## config.mk

```make
export PLATFORM = sky130hd
export DESIGN_NAME = ebpsc_top
export DESIGN_NICKNAME = d
export VERILOG_FILES = /design/src/shared/ebpsc_pkg.sv /design/src/shared/ebpsc_sync_if.sv /design/src/rtl/ebpsc_top.sv /design/src/rtl/ebpsc_sync.sv
export VERILOG_INCLUDE_DIRS = /design/src /design/src/shared
export SDC_FILE = /design/constraint.sdc
export NUM_CORES = 1
export LEC_CHECK = 0
export ABC_AREA = 1
export ABC_CLOCK_PERIOD_IN_PS = 1900
export BUFFER_PORTS_ARGS = -buffer_cell sky130_fd_sc_hd__buf_2
export CORE_AREA = 2 2 101 113
export DETAILED_ROUTE_END_ITERATION = 8
export DIE_AREA = 0 0 103 115
export PLACE_DENSITY = 0.61
export SYNTH_ARGS = -nofsm -noshare
export SYNTH_HDL_FRONTEND = slang
export SYNTH_HIERARCHICAL = 1
export SYNTH_SLANG_ARGS = --single-unit
```

## constraint.sdc

```tcl
create_clock -name i_clock -period 1.9 [get_ports i_clock]
set_input_delay 0.285 -clock i_clock [delete_from_list [all_inputs] [get_ports i_clock]]
set_output_delay 0.285 -clock i_clock [all_outputs]
set_load 0.005 [all_outputs]
```

## src/shared/ebpsc_defs.svh

```systemverilog
// Constants for the external bus pin state controller.
// Assumes inclusion by package and modules by bare name.
`ifndef EBPSC_DEFS_SVH
`define EBPSC_DEFS_SVH
`define EBPSC_AD_W      16
`define EBPSC_LA_W      16
`define EBPSC_UA_W      8
`define EBPSC_CS_W      4
`define EBPSC_TLAST_MUX 2'h2
`define EBPSC_TLAST_SEP 2'h1
`define EBPSC_T1        2'h0
`endif

```

## src/shared/ebpsc_pkg.sv

```systemverilog
// Types for the external bus pin state controller.
// Assumes ebpsc_defs.svh is on the include path.
`include "ebpsc_defs.svh"
package ebpsc_pkg;
    typedef enum logic [2:0] {
        EBPSC_PWR_RUN  = 3'h1,
        EBPSC_PWR_HALT = 3'h2,
        EBPSC_PWR_IDLE = 3'h4
    } ebpsc_pwr_t;
    typedef enum logic [4:0] {
        EBPSC_ST_PORT = 5'h01,
        EBPSC_ST_REST = 5'h02,
        EBPSC_ST_CYC  = 5'h04,
        EBPSC_ST_GAP  = 5'h08,
        EBPSC_ST_HOLD = 5'h10
    } ebpsc_st_t;
endpackage

```

## src/shared/ebpsc_sync_if.sv

```systemverilog
// Carrier for raw and synchronised pin inputs.
// Assumes one clock domain.
`timescale 1ns/1ps
interface ebpsc_sync_if;
    logic raw_wait_n;
    logic raw_hold_request_n;
    logic wait_n;
    logic hold_request_n;
    modport sync (input raw_wait_n, raw_hold_request_n,
                  output wait_n, hold_request_n);
    modport core (output raw_wait_n, raw_hold_request_n,
                  input wait_n, hold_request_n);
endinterface

```

## src/rtl/ebpsc_top.sv

```systemverilog
// External bus pin state control: pin levels per operating state.
// Assumes the core gives access requests; pins resolved outside.
// What this block does
// - Internal memory access: strobes inactive, data floated
// - Peripheral access: address out, data floated
// - Reset floats all; then port input
// - Idle/stop: float address, clock low, strobes high
// - Wait ignored in idle and gaps; hold too
// - Gap state holds address, strobes high
// - Gap after T3 muxed, T2 separate
// - Hold: float bus, acknowledge low, clock runs
// - Sixteen muxed lines, separate address, four selects
`timescale 1ns/1ps
`include "ebpsc_defs.svh"
module ebpsc_top (
    // Clock and reset
    input  wire logic                      i_clock,
    input  wire logic                      i_rst_b,
    // Core side
    input  wire logic                      i_bus_enable,
    input  wire logic                      i_separate_mode,
    input  wire ebpsc_pkg::ebpsc_pwr_t     i_power_state,
    input  wire logic                      i_ext_req,
    input  wire logic                      i_ext_write,
    input  wire logic [1:0]                i_ext_byte_en,
    input  wire logic [23:0]               i_ext_addr,
    input  wire logic [`EBPSC_AD_W-1:0]    i_ext_wdata,
    input  wire logic [`EBPSC_CS_W-1:0]    i_ext_cs,
    input  wire logic                      i_periph_req,
    input  wire logic [23:0]               i_periph_addr,
    output logic                           o_ext_done,
    output logic [`EBPSC_AD_W-1:0]         o_ext_rdata,
    output logic                           o_bus_granted,
    // Multiplexed address/data lines
    input  wire logic [`EBPSC_AD_W-1:0]    i_addr_data_lines,
    output logic [`EBPSC_AD_W-1:0]         o_addr_data_lines,
    output logic                           o_addr_data_lines_oe,
    // Separate address lines
    output logic [`EBPSC_LA_W-1:0]         o_lower_address_lines,
    output logic [`EBPSC_UA_W-1:0]         o_upper_address_lines,
    output logic                           o_address_oe,
    // Control strobes
    output logic [`EBPSC_CS_W-1:0]         o_chip_select_n,
    output logic [1:0]                     o_write_strobe_n,
    output logic                           o_read_strobe_n,
    output logic                           o_address_latch_strobe,
    output logic                           o_hold_acknowledge_n,
    output logic                           o_bus_clock_output,
    output logic                           o_ctrl_oe,
    output logic                           o_clock_oe,
    output logic                           o_hold_acknowledge_oe,
    // Inputs sampled through synchronisers
    input  wire logic                      i_wait_n,
    input  wire logic                      i_hold_request_n
);
    import ebpsc_pkg::*;

    ebpsc_sync_if sif ();
    assign sif.raw_wait_n         = i_wait_n;
    assign sif.raw_hold_request_n = i_hold_request_n;
    ebpsc_sync u_sync (
        .i_clock (i_clock),
        .i_rst_b (i_rst_b),
        .s       (sif)
    );

    ////////////////////////////////////////////////////////////////////
    ebpsc_st_t  st_q;
    logic [1:0] t_q;
    logic       low_power;
    logic       wr_q;
    logic [1:0] tlast;
    assign low_power = (i_power_state == EBPSC_PWR_IDLE);
    assign tlast = i_separate_mode ? `EBPSC_TLAST_SEP : `EBPSC_TLAST_MUX;

    always_ff @(posedge i_clock or negedge i_rst_b) begin
        if (!i_rst_b) begin
            st_q <= EBPSC_ST_PORT;
            t_q  <= `EBPSC_T1;
            wr_q <= 1'b0;
        end else begin
            unique case (st_q)
                EBPSC_ST_PORT: begin
                    if (i_bus_enable) st_q <= EBPSC_ST_REST;
                end
                EBPSC_ST_REST: begin
                    if (!i_bus_enable) st_q <= EBPSC_ST_PORT;
                    else if (!low_power && !sif.hold_request_n)
                        st_q <= EBPSC_ST_HOLD;
                    else if (!low_power && i_ext_req) begin
                        st_q <= EBPSC_ST_CYC;
                        t_q  <= `EBPSC_T1;
                        wr_q <= i_ext_write;
                    end
                end
                EBPSC_ST_CYC: begin
                    // Wait sampled only in cycle states
                    // Last state tested first: separate mode never waits
                    if (t_q == tlast) st_q <= EBPSC_ST_GAP;
                    else if (t_q != `EBPSC_T1 && !sif.wait_n) t_q <= t_q;
                    else t_q <= t_q + 2'h1;
                end
                EBPSC_ST_GAP: st_q <= EBPSC_ST_REST;
                EBPSC_ST_HOLD: begin
                    if (sif.hold_request_n) st_q <= EBPSC_ST_REST;
                end
                default: st_q <= EBPSC_ST_PORT;
            endcase
        end
    end

    ////////////////////////////////////////////////////////////////////
    logic cyc;
    logic last_t;
    assign cyc    = (st_q == EBPSC_ST_CYC);
    assign last_t = cyc && (t_q == tlast);

    // Pin drivers, registered
    always_ff @(posedge i_clock or negedge i_rst_b) begin
        if (!i_rst_b) begin
            o_addr_data_lines      <= '0;
            o_addr_data_lines_oe   <= 1'b0;
            o_lower_address_lines  <= '0;
            o_upper_address_lines  <= '0;
            o_address_oe           <= 1'b0;
            o_chip_select_n        <= '1;
            o_write_strobe_n       <= 2'h3;
            o_read_strobe_n        <= 1'b1;
            o_address_latch_strobe <= 1'b1;
            o_hold_acknowledge_n   <= 1'b1;
            o_bus_clock_output     <= 1'b0;
            o_ctrl_oe              <= 1'b0;
            o_clock_oe             <= 1'b0;
            o_hold_acknowledge_oe  <= 1'b0;
            o_ext_done             <= 1'b0;
            o_ext_rdata            <= '0;
            o_bus_granted          <= 1'b0;
        end else begin
            o_ext_done    <= 1'b0;
            o_bus_granted <= (st_q == EBPSC_ST_HOLD);
            // Port mode until the bus is enabled
            o_ctrl_oe  <= (st_q != EBPSC_ST_PORT) && (st_q != EBPSC_ST_HOLD);
            o_clock_oe <= (st_q != EBPSC_ST_PORT);
            // Halt runs like normal; clock low in idle/stop
            o_bus_clock_output <= low_power ? 1'b0 : ~o_bus_clock_output;
            o_hold_acknowledge_n <= (st_q != EBPSC_ST_HOLD);
            // Own enable: acknowledge and bus clock are driven while the rest float
            o_hold_acknowledge_oe <= (st_q != EBPSC_ST_PORT);
            unique case (st_q)
                EBPSC_ST_CYC: begin
                    // Split address beside the muxed lines
                    o_address_oe <= 1'b1;
                    o_lower_address_lines <= i_ext_addr[15:0];
                    o_upper_address_lines <= i_ext_addr[23:16];
                    o_chip_select_n <= ~i_ext_cs;
                    o_address_latch_strobe <= (t_q != `EBPSC_T1);
                    // Muxed lines carry address in T1 in muxed mode, then data
                    o_addr_data_lines <= (t_q == `EBPSC_T1 && !i_separate_mode)
                                         ? i_ext_addr[15:0] : i_ext_wdata;
                    o_addr_data_lines_oe <= (t_q == `EBPSC_T1 &&
                        !i_separate_mode) || wr_q;
                    o_read_strobe_n  <= wr_q || (t_q == `EBPSC_T1);
                    o_write_strobe_n <= (wr_q && t_q != `EBPSC_T1)
                                        ? ~i_ext_byte_en : 2'h3;
                end
                // Gap holds address and selects, strobes high
                EBPSC_ST_GAP: begin
                    // Taken while the last state's strobe still stands
                    o_ext_done             <= 1'b1;
                    o_ext_rdata            <= i_addr_data_lines;
                    o_write_strobe_n       <= 2'h3;
                    o_read_strobe_n        <= 1'b1;
                    o_address_latch_strobe <= 1'b1;
                end
                default: begin
                    o_addr_data_lines_oe   <= 1'b0;
                    o_write_strobe_n       <= 2'h3;
                    o_read_strobe_n        <= 1'b1;
                    o_address_latch_strobe <= 1'b1;
                    o_chip_select_n        <= '1;
                    o_address_oe <= i_periph_req && !low_power &&
                                    (st_q == EBPSC_ST_REST);
                    if (i_periph_req) begin
                        o_lower_address_lines <= i_periph_addr[15:0];
                        o_upper_address_lines <= i_periph_addr[23:16];
                    end
                end
            endcase
        end
    end

    ////////////////////////////////////////////////////////////////////
    // Granted bus floats data and control
    property p_hold_float;
        @(posedge i_clock) disable iff (!i_rst_b)
        (st_q == EBPSC_ST_HOLD) |=> !o_ctrl_oe && !o_addr_data_lines_oe
            && !o_hold_acknowledge_n && o_hold_acknowledge_oe;
    endproperty
    a_hold_float: assert property (p_hold_float)
        else $error("hold state did not float bus");
    property p_idle_clk;
        @(posedge i_clock) disable iff (!i_rst_b)
        low_power |=> !o_bus_clock_output;
    endproperty
    a_idle_clk: assert property (p_idle_clk)
        else $error("clock output not low in idle");
    property p_gap;
        @(posedge i_clock) disable iff (!i_rst_b)
        (st_q == EBPSC_ST_GAP) |=> o_read_strobe_n && o_write_strobe_n == 2'h3
            && $stable(o_chip_select_n);
    endproperty
    a_gap: assert property (p_gap)
        else $error("gap state pins wrong");
    property p_gap_place;
        @(posedge i_clock) disable iff (!i_rst_b)
        last_t |=> (st_q == EBPSC_ST_GAP);
    endproperty
    a_gap_place: assert property (p_gap_place)
        else $error("gap not inserted after last state");
    property p_rest_strobe;
        @(posedge i_clock) disable iff (!i_rst_b)
        (st_q == EBPSC_ST_REST) |=> o_read_strobe_n && o_chip_select_n == '1;
    endproperty
    a_rest_strobe: assert property (p_rest_strobe)
        else $error("strobe active outside a cycle");
    property p_idle_nohold;
        @(posedge i_clock) disable iff (!i_rst_b)
        (st_q == EBPSC_ST_REST && low_power) |=> st_q != EBPSC_ST_HOLD;
    endproperty
    a_idle_nohold: assert property (p_idle_nohold)
        else $error("hold granted in idle");
    property p_port;
        @(posedge i_clock) disable iff (!i_rst_b)
        (st_q == EBPSC_ST_PORT) |=> !o_ctrl_oe && !o_clock_oe;
    endproperty
    a_port: assert property (p_port)
        else $error("pins driven in port mode");
    c_gap:  cover property (@(posedge i_clock) st_q == EBPSC_ST_GAP);
    c_hold: cover property (@(posedge i_clock) st_q == EBPSC_ST_HOLD);
    c_sep:  cover property (@(posedge i_clock) last_t && i_separate_mode);
endmodule // ebpsc_top

```

## src/rtl/ebpsc_sync.sv

```systemverilog
// Two-flop synchronisers for the wait and hold request pins.
// Assumes i_clock at 20 MHz and async active-low reset.
`timescale 1ns/1ps
module ebpsc_sync (
    // Clock and reset
    input  wire logic i_clock,
    input  wire logic i_rst_b,
    // Pins
    ebpsc_sync_if.sync s
);
    logic [1:0] s1_q;
    logic [1:0] s2_q;
    always_ff @(posedge i_clock or negedge i_rst_b) begin
        if (!i_rst_b) begin
            s1_q <= 2'h3;
            s2_q <= 2'h3;
        end else begin
            s1_q <= {s.raw_hold_request_n, s.raw_wait_n};
            s2_q <= s1_q;
        end
    end
    assign s.wait_n         = s2_q[0];
    assign s.hold_request_n = s2_q[1];
endmodule // ebpsc_sync

```

==> results of run 1 <==
-- cells in the mapped netlist, types with 8 or more instances --
cell	count
sky130_fd_sc_hd__nand2_1	141
sky130_fd_sc_hd__dfrtp_1	70
sky130_fd_sc_hd__o21ai_0	35
sky130_fd_sc_hd__nor2_1	32
sky130_fd_sc_hd__or2_2	25
sky130_fd_sc_hd__o21ai_1	22
sky130_fd_sc_hd__inv_1	19
sky130_fd_sc_hd__a31oi_1	16
sky130_fd_sc_hd__nand3_1	15
sky130_fd_sc_hd__dfstp_2	14
sky130_fd_sc_hd__buf_2	8
sky130_fd_sc_hd__clkbuf_1	8
-- report_power, final --
group | leakage [nW] | switching [mW] | internal [mW] | total (mW)
sequential | 0.914 | 0.118 | 2.01 | 2.13
clock | 0.155 | 0.695 | 1.15 | 1.84
combinational | 1.40 | 0.478 | 0.396 | 0.874
total | 2.47 | 1.29 | 3.55 | 4.84
-- path summary, 6_finish.rpt --
path / startpoint / end / cells past startpoint
setup / recovery: t_q[0] / o_addr_data_lines[8] / 7
hold / removal: i_wait_n / u_sync/s1_q[0] / 1
setup reg to reg: t_q[0] / o_addr_data_lines[8] / 7
hold reg to reg: u_sync/s1_q[1] / u_sync/s2_q[1] / 0
max in group asynchronous: i_rst_b / o_hold_acknowledge_n / 3
min in group asynchronous: i_rst_b / o_ext_rdata[4] / 2
-- timing repair --
item / in CTS / in global routing
hold buffers: 1 / 0
endpoints found under the setup margin: 0 / 0
buffers inserted: 0 / 0
endpoints found under the hold margin: 22 / 0
-- registers in the layout, summed over array words and instances (netlist names) --
signal and count:
o_address_latch_strobe 1, o_lower_address_lines 16, o_ctrl_oe 1, o_hold_acknowledge_oe 1
o_addr_data_lines_oe 1, o_write_strobe_n 2, wr_q 1, o_address_oe 1
o_addr_data_lines 16, o_bus_clock_output 1, o_ext_rdata 16, o_ext_done 1
st_q 5, o_bus_granted 1, o_chip_select_n 4, o_upper_address_lines 8
u_sync/s2_q 2, o_hold_acknowledge_n 1, t_q 2, o_read_strobe_n 1
u_sync/s1_q 2
-- layout by cell type, fill, tap and decap left out --
master and count:
sky130_fd_sc_hd__dfrtp_1 70, sky130_fd_sc_hd__nor2_1 32, sky130_fd_sc_hd__bufinv_16 2, sky130_fd_sc_hd__clkinv_4 1
sky130_fd_sc_hd__nand4_1 2, sky130_fd_sc_hd__a21oi_1 1, sky130_fd_sc_hd__o21ai_0 35, sky130_fd_sc_hd__a31oi_1 16
sky130_fd_sc_hd__buf_4 12, sky130_fd_sc_hd__ha_1 1, sky130_fd_sc_hd__buf_2 169, sky130_fd_sc_hd__nand2_1 141
sky130_fd_sc_hd__o21ai_1 22, sky130_fd_sc_hd__or2_2 25, sky130_fd_sc_hd__nand3_1 15, sky130_fd_sc_hd__o22ai_1 1
sky130_fd_sc_hd__buf_12 2, sky130_fd_sc_hd__nor2_2 3, sky130_fd_sc_hd__clkinv_2 3, sky130_fd_sc_hd__clkbuf_16 9
sky130_fd_sc_hd__nor2_4 2, sky130_fd_sc_hd__dlygate4sd3_1 1, sky130_fd_sc_hd__inv_1 19, sky130_fd_sc_hd__inv_2 4
sky130_fd_sc_hd__diode_2 2, sky130_fd_sc_hd__clkinvlp_4 1, sky130_fd_sc_hd__dfstp_2 14
-- final cells by class --
type	count	area (sq um)	share of cell area (%)
sequential	84	2120	42.0
multi-input combinational	296	1340	26.7
timing repair buffer	184	986	19.6
clock buffer	9	225	4.47
tap	147	184	3.65
clock inverter	7	91.3	1.81
inverter	23	86.3	1.71
antenna	2	5.00	0.0993
-- layer usage --
metal	track usage, %	vias to the layer above	wire length [um]	part of all wire (%)
met5	0	-	11	0.11
met4	6.49	2	213	2.1
met3	6.44	19	981	9.7
met2	26.7	151	4630	46
met1	22.8	1629	4320	43
li1	-	1705	-	-
-- metrics by stage --
stage | utilization [%] | power (mW) | setup WS [ns]
finish | 47.1 | 4.84 | 0.229
global route | 47.0 | 5.14 | 0.0543
CTS | 47.0 | 4.91 | 0.246
detailed placement | 44.0 | 3.04 | 0.265
global placement | 44.0 | 3.02 | 0.358
floorplan | - | 2.61 | 0.374
-- logic make-up after synthesis --
kind of cell               share of synthesized area, %
AOI/OAI and AO/OA                                  10.8
buffers and inverters                              5.72
and+or+nand+nor                                    25.4
adders and majority gates                         0.341
DFF                                                57.7
-- critical path, stage by stage, from the launching register on --
cell,delay [ns]
sky130_fd_sc_hd__dfrtp_1,0.41
sky130_fd_sc_hd__inv_1,0.09
sky130_fd_sc_hd__ha_1,0.25
sky130_fd_sc_hd__inv_1,0.10
sky130_fd_sc_hd__nor2_2,0.04
sky130_fd_sc_hd__inv_1,0.38
sky130_fd_sc_hd__nand2_1,0.12
sky130_fd_sc_hd__a31oi_1,0.19
==> metrics.txt, run 1 <==
# TYPE chip_impl_metric gauge
chip_impl_info{name="status",value="finished, final reports clean"} 1
chip_impl_metric{name="drive_above_1_share",unit="%"} 41.0
chip_impl_metric{name="fin_hold_ws",unit="ns"} 0.0453
chip_impl_metric{name="finish.net_count",unit=""} 697
chip_impl_metric{name="dpl-instance-area",unit="sq um"} 4710
chip_impl_metric{name="grt_usage",unit="%"} 17.5
chip_impl_metric{name="syn_inst",unit=""} 425
chip_impl_metric{name="htree_num_levels",unit=""} 3
chip_impl_metric{name="post-route-period-util",unit="%"} 88.0
chip_impl_metric{name="design.die.area",unit="sq um"} 11800
chip_impl_metric{name="antenna_found_initial",unit=""} 2
chip_impl_metric{name="powerDensity",unit="nW/um^2"} 960
chip_impl_info{name="synth.largest_area_cell",value="sky130_fd_sc_hd__dfrtp_1"} 1
chip_impl_metric{name="setup_violations",unit=""} 0
chip_impl_metric{name="post_cts_resized",unit=""} 0
chip_impl_metric{name="min_period",unit="ns"} 1.67
chip_impl_metric{name="postSynthRegisterBits",unit=""} 84
chip_impl_metric{name="clock_skew",unit="ns"} 0.00708
chip_impl_metric{name="tightest_slew",unit="ns"} 0.518
chip_impl_metric{name="io_pins",unit=""} 171
chip_impl_metric{name="synth_enable_flop_cells",unit=""} 0
chip_impl_info{name="root_buffer_cell",value="sky130_fd_sc_hd__clkbuf_16"} 1
chip_impl_metric{name="async_set_reset_flop_share_out_of_synthesis",unit="%"} 100
chip_impl_metric{name="route.detailed.wl_per_inst",unit="um"} 13.5
chip_impl_metric{name="place_hpwl",unit="mm"} 7.76
chip_impl_info{name="classification_of_the_worst_slack_hold_path",value="in -> reg"} 1
chip_impl_info{name="synth.top_cells.by_area",value="sky130_fd_sc_hd__dfrtp_1, sky130_fd_sc_hd__nand2_1, sky130_fd_sc_hd__dfstp_2"} 1
chip_impl_metric{name="layoutNonFillerInstCount",unit=""} 752
chip_impl_metric{name="drtAntennaViolNets",unit=""} 0
chip_impl_metric{name="yosysWarnings",unit=""} 6
chip_impl_metric{name="die_h",unit="um"} 115
chip_impl_metric{name="placement.io_buffers",unit=""} 170
chip_impl_metric{name="max-cap-violations",unit=""} 0
chip_impl_metric{name="post_synth_num_cell_types",unit=""} 22
chip_impl_info{name="setup.worst_path.end_class",value="register"} 1
chip_impl_metric{name="dieWidth",unit="um"} 103
chip_impl_metric{name="core_footprint",unit="sq um"} 10700
chip_impl_metric{name="num_vias",unit=""} 3506
chip_impl_info{name="dominantRegCellSynth",value="sky130_fd_sc_hd__dfrtp_1"} 1
chip_impl_metric{name="via_count_of_the_first_global_routing_pass",unit=""} 3239
chip_impl_metric{name="avgSynthCellArea",unit="sq um"} 8.64
chip_impl_metric{name="timing.fmax",unit="MHz"} 598
chip_impl_metric{name="vdd_drop_max",unit="uV"} 485
chip_impl_metric{name="placementRows",unit=""} 40
chip_impl_metric{name="synth.cell_area",unit="sq um"} 3670
chip_impl_metric{name="post_route_setup_tns",unit="ns"} 0
chip_impl_metric{name="clock_pin_slew_on_the_worst_setup_and_hold_paths",unit="ns"} 0.06
chip_impl_metric{name="timing.final.max_slew_violations",unit=""} 0
chip_impl_metric{name="cp.arrival",unit="ns"} 1.93
chip_impl_metric{name="cts_made_buffers",unit=""} 9
chip_impl_info{name="critical_path_class",value="reg -> reg"} 1
chip_impl_metric{name="post-route-drc-count",unit=""} 0
chip_impl_info{name="cts_tree",value="built"} 1
chip_impl_metric{name="timing.max_slew.rel_slack",unit="%"} 65.4
chip_impl_metric{name="filler_cell_count",unit=""} 1083
chip_impl_metric{name="grt_max_degree",unit=""} 39
chip_impl_metric{name="cp.required",unit="ns"} 2.16
chip_impl_info{name="rsz_0062_raised_after_global_routing",value="false"} 1
chip_impl_metric{name="first_pass_detailed_route_iteration_total",unit=""} 4
chip_impl_metric{name="worst_skew_pair_latency",unit="ns"} 0.34
chip_impl_metric{name="clock_sink_count",unit=""} 84
chip_impl_metric{name="routabilityCongestion",unit=""} 0.799
chip_impl_metric{name="syn_nets",unit=""} 524
chip_impl_metric{name="flow.area_growth_from_synthesis",unit="%"} 37.2
chip_impl_metric{name="worstPathMaxFanout",unit=""} 16
chip_impl_metric{name="synth_sequential_area_ratio",unit="%"} 57.7
chip_impl_metric{name="synth_top_cell_area_share",unit="%"} 47.7
chip_impl_metric{name="finish.instance_area",unit="sq um"} 5040
chip_impl_info{name="critPathLaunchType",value="register"} 1
chip_impl_metric{name="power_leakage",unit="nW"} 2.47
chip_impl_metric{name="globalRouteOverflowTotal",unit=""} 0
chip_impl_metric{name="avgViaCountPerCell",unit=""} 4.66
chip_impl_metric{name="worst-r2r-setup-slack",unit="ns"} 0.23
chip_impl_metric{name="dp_cells",unit=""} 733
chip_impl_metric{name="global_route_wire_length_before_repair",unit="mm"} 16.0
chip_impl_metric{name="hold_viol_final",unit=""} 0
chip_impl_metric{name="initial_cell_density_of_the_core",unit="%"} 34.3
chip_impl_metric{name="final_wirelength",unit="mm"} 10.2
chip_impl_metric{name="cts_buffer_depth",unit=""} 2
chip_impl_metric{name="drt_first_iter_violations",unit=""} 122
No activity file was read; power rests on OpenSTA's default activity.
==> inputs of run 2 (changes only) <==
- CORE_AREA: 2 2 101 113 -> 2 2 90 100
- DIE_AREA: 0 0 103 115 -> 0 0 92 102
- PLACE_DENSITY: 0.61 -> 0.75
==> run 2 against run 1 <==
Core utilization up 12 points. Maximum frequency grew 5.2%. Via count down 0.74%. Cell count fell by 5.3%.
==> metrics.txt, run 2 (synthesis gave the netlist of run 1 again) <==
# TYPE chip_impl_metric gauge
chip_impl_metric{name="core_footprint",unit="sq um"} 8320
chip_impl_metric{name="dieWidth",unit="um"} 92
chip_impl_info{name="cts_tree",value="built"} 1
chip_impl_metric{name="cp.required",unit="ns"} 2.17
chip_impl_metric{name="globalRouteOverflowTotal",unit=""} 0
chip_impl_metric{name="drt_first_iter_violations",unit=""} 135
chip_impl_metric{name="cts_post_setup_buffers_inserted",unit=""} 0
chip_impl_metric{name="first_pass_detailed_route_iteration_total",unit=""} 4
chip_impl_metric{name="worst-r2r-setup-slack",unit="ns"} 0.31
chip_impl_metric{name="dp_cells",unit=""} 695
chip_impl_metric{name="place_hpwl",unit="mm"} 7.52
chip_impl_metric{name="grt_max_degree",unit=""} 40
chip_impl_metric{name="avgViaCountPerCell",unit=""} 4.89
chip_impl_metric{name="timing.max_slew.rel_slack",unit="%"} 68.7
chip_impl_metric{name="flow.area_growth_from_synthesis",unit="%"} 33.7
chip_impl_metric{name="antenna_found_initial",unit=""} 0
chip_impl_info{name="final_common_cell",value="sky130_fd_sc_hd__buf_2"} 1
chip_impl_metric{name="design.die.area",unit="sq um"} 9380
chip_impl_metric{name="die_h",unit="um"} 102
chip_impl_metric{name="num_vias",unit=""} 3480
chip_impl_metric{name="post-route-drc-count",unit=""} 0
chip_impl_metric{name="via_count_of_the_first_global_routing_pass",unit=""} 3248
chip_impl_info{name="crit_slowest_cell",value="sky130_fd_sc_hd__dfrtp_1"} 1
chip_impl_metric{name="post-route-util",unit="%"} 59.0
chip_impl_metric{name="drive_above_1_share",unit="%"} 40.6
chip_impl_info{name="critical-path-top-cell-by-count",value="sky130_fd_sc_hd__nor2_4"} 1
chip_impl_metric{name="layoutNonFillerInstCount",unit=""} 712
chip_impl_metric{name="vdd_drop_max",unit="uV"} 532
chip_impl_metric{name="design_power_total",unit="mW"} 4.52
chip_impl_info{name="worstPathCellList",value="nor2_4 -> nand2_1 -> nor2_4 -> buf_12 -> buf_4 -> nor2_1 -> a31oi_1"} 1
chip_impl_info{name="critPathLaunchType",value="register"} 1
chip_impl_metric{name="clock_skew",unit="ns"} 0.0101
chip_impl_info{name="critical_path_class",value="reg -> reg"} 1
chip_impl_metric{name="initial_cell_density_of_the_core",unit="%"} 44.2
chip_impl_info{name="r2r-end",value="o_addr_data_lines[13]"} 1
chip_impl_metric{name="min_period",unit="ns"} 1.59
chip_impl_metric{name="place_ws",unit="ns"} 0.332
chip_impl_info{name="classification_of_the_worst_slack_hold_path",value="in -> reg"} 1
chip_impl_metric{name="timing.fmax",unit="MHz"} 629
chip_impl_metric{name="power_leakage",unit="nW"} 2.43
chip_impl_metric{name="critical_path.max_stage_delay",unit="ns"} 0.44
chip_impl_metric{name="post_route_setup_tns",unit="ns"} 0
chip_impl_metric{name="clock_sink_count",unit=""} 84
chip_impl_metric{name="finish.net_count",unit=""} 695
chip_impl_metric{name="worstPathMaxFanout",unit=""} 29
chip_impl_metric{name="cts_buffer_depth",unit=""} 2
chip_impl_metric{name="route.detailed.wl_per_inst",unit="um"} 13.9
chip_impl_metric{name="total_inserted_antenna_cells",unit=""} 0
chip_impl_metric{name="placementRows",unit=""} 35
chip_impl_metric{name="setup_violations",unit=""} 0
chip_impl_info{name="rsz_0062_raised_after_global_routing",value="false"} 1
chip_impl_metric{name="final_wirelength",unit="mm"} 9.93
chip_impl_info{name="timing.hold.worst_endpoint",value="u_sync/s1_q[1]"} 1
chip_impl_metric{name="grt_usage",unit="%"} 21.5
chip_impl_info{name="mostFrequentLayoutCells",value="sky130_fd_sc_hd__buf_2, sky130_fd_sc_hd__nand2_1, sky130_fd_sc_hd__dfrtp_1"} 1
chip_impl_metric{name="finish.instance_area",unit="sq um"} 4910
chip_impl_metric{name="post-route-period-util",unit="%"} 83.6
chip_impl_metric{name="drtAntennaViolNets",unit=""} 0
chip_impl_info{name="biggestRegsByFlops",value="o_addr_data_lines x16, o_ext_rdata x16, o_lower_address_lines x16"} 1
chip_impl_info{name="setup.worst_path.end_class",value="register"} 1
chip_impl_metric{name="placement.io_buffers",unit=""} 170
chip_impl_metric{name="powerDensity",unit="nW/um^2"} 921
chip_impl_info{name="status",value="finished, final reports clean"} 1
chip_impl_metric{name="filler_cell_count",unit=""} 749
chip_impl_metric{name="cts_made_buffers",unit=""} 9
chip_impl_metric{name="final_worst_setup_slack",unit="ns"} 0.311
chip_impl_info{name="worst_setup_path_startpoint",value="st_q[1]"} 1
chip_impl_metric{name="dpl-instance-area",unit="sq um"} 4660
chip_impl_metric{name="global_route_wire_length_before_repair",unit="mm"} 15.8
chip_impl_metric{name="min_delay_path_depth",unit=""} 1
chip_impl_metric{name="hold_viol_final",unit=""} 0
chip_impl_info{name="root_buffer_cell",value="sky130_fd_sc_hd__clkbuf_8"} 1
chip_impl_metric{name="reg2regPathDepth",unit=""} 7
chip_impl_metric{name="fin_hold_ws",unit="ns"} 0.0246
chip_impl_metric{name="htree_num_levels",unit=""} 3
chip_impl_metric{name="routabilityCongestion",unit=""} 0.823
chip_impl_info{name="hp-start",value="i_hold_request_n"} 1
chip_impl_metric{name="worst_skew_pair_latency",unit="ns"} 0.36
chip_impl_metric{name="max-cap-violations",unit=""} 0
chip_impl_metric{name="cp.arrival",unit="ns"} 1.86
chip_impl_metric{name="tightest_slew",unit="ns"} 0.470
chip_impl_metric{name="clock_pin_slew_on_the_worst_setup_and_hold_paths",unit="ns"} 0.08
chip_impl_info{name="rr_startpoint",value="st_q[1]"} 1
chip_impl_metric{name="timing.final.max_slew_violations",unit=""} 0
chip_impl_metric{name="io_pins",unit=""} 171
-- run 2: changes by cell type in the layout (fill, tap and decap cells not counted), sizes merged --
cell      delta
diode        -2
bufinv       +1
clkinvlp     -1
clkbuf       +1
clkinv       -1
buf          -2
-- run 2: what timing repair did --
action | 4_1_cts | 5_1_grt
resized for setup | 0 | 0
hold buffers | 1 | 0
hold endpoints to repair | 26 | 0
-- run 2: where the power goes --
| group | switching, mW | internal (mW) |
|---|---|---|
| Combinational | 0.469 | 0.396 |
| Clock | 0.650 | 0.876 |
| Sequential | 0.124 | 2.01 |
| Total | 1.24 | 3.28 |
-- run 2: routing by layer --
| metal | GRT usage [%] | vias up | wire length, um |
|---|---|---|---|
| met4 | 7.69 | 0 | 160 |
| met3 | 5.31 | 15 | 911 |
| li1 | - | 1698 | - |
| met5 | 0 | - | 0 |
| met1 | 28.0 | 1600 | 4140 |
| met2 | 35.2 | 167 | 4720 |
-- run 2: final cells by class --
cell class              instances  area (sq um)  area share (%)
inverters                      23          86.3            1.76
clock inverters                 6           113            2.29
flip-flops and latches         84          2120            43.1
multi-input cells             296          1340            27.4
repair buffers                182           983            20.0
clock buffers                  10           128            2.60
well taps                     111           139            2.83
-- run 2: worst max-delay path by stage --
stage	to	slack (ns)	cells after the start
CTS	o_addr_data_lines[13]	0.31	7
floorplan	o_addr_data_lines[6]	0.37	8
global placement	o_lower_address_lines[3]	0.40	8
global route	o_addr_data_lines[13]	0.09	7
detailed placement	o_addr_data_lines[13]	0.33	7
finish	o_addr_data_lines[13]	0.31	7
-- run 2: worst max-delay path, delay by kind of cell, from the launching register on --
| family | cells | cell delay (ns) |
|---|---|---|
| and+or+nand+nor | 4 | 0.46 |
| DFF | 1 | 0.44 |
| buffers and inverters | 2 | 0.44 |
| AOI/OAI and AO/OA | 1 | 0.16 |
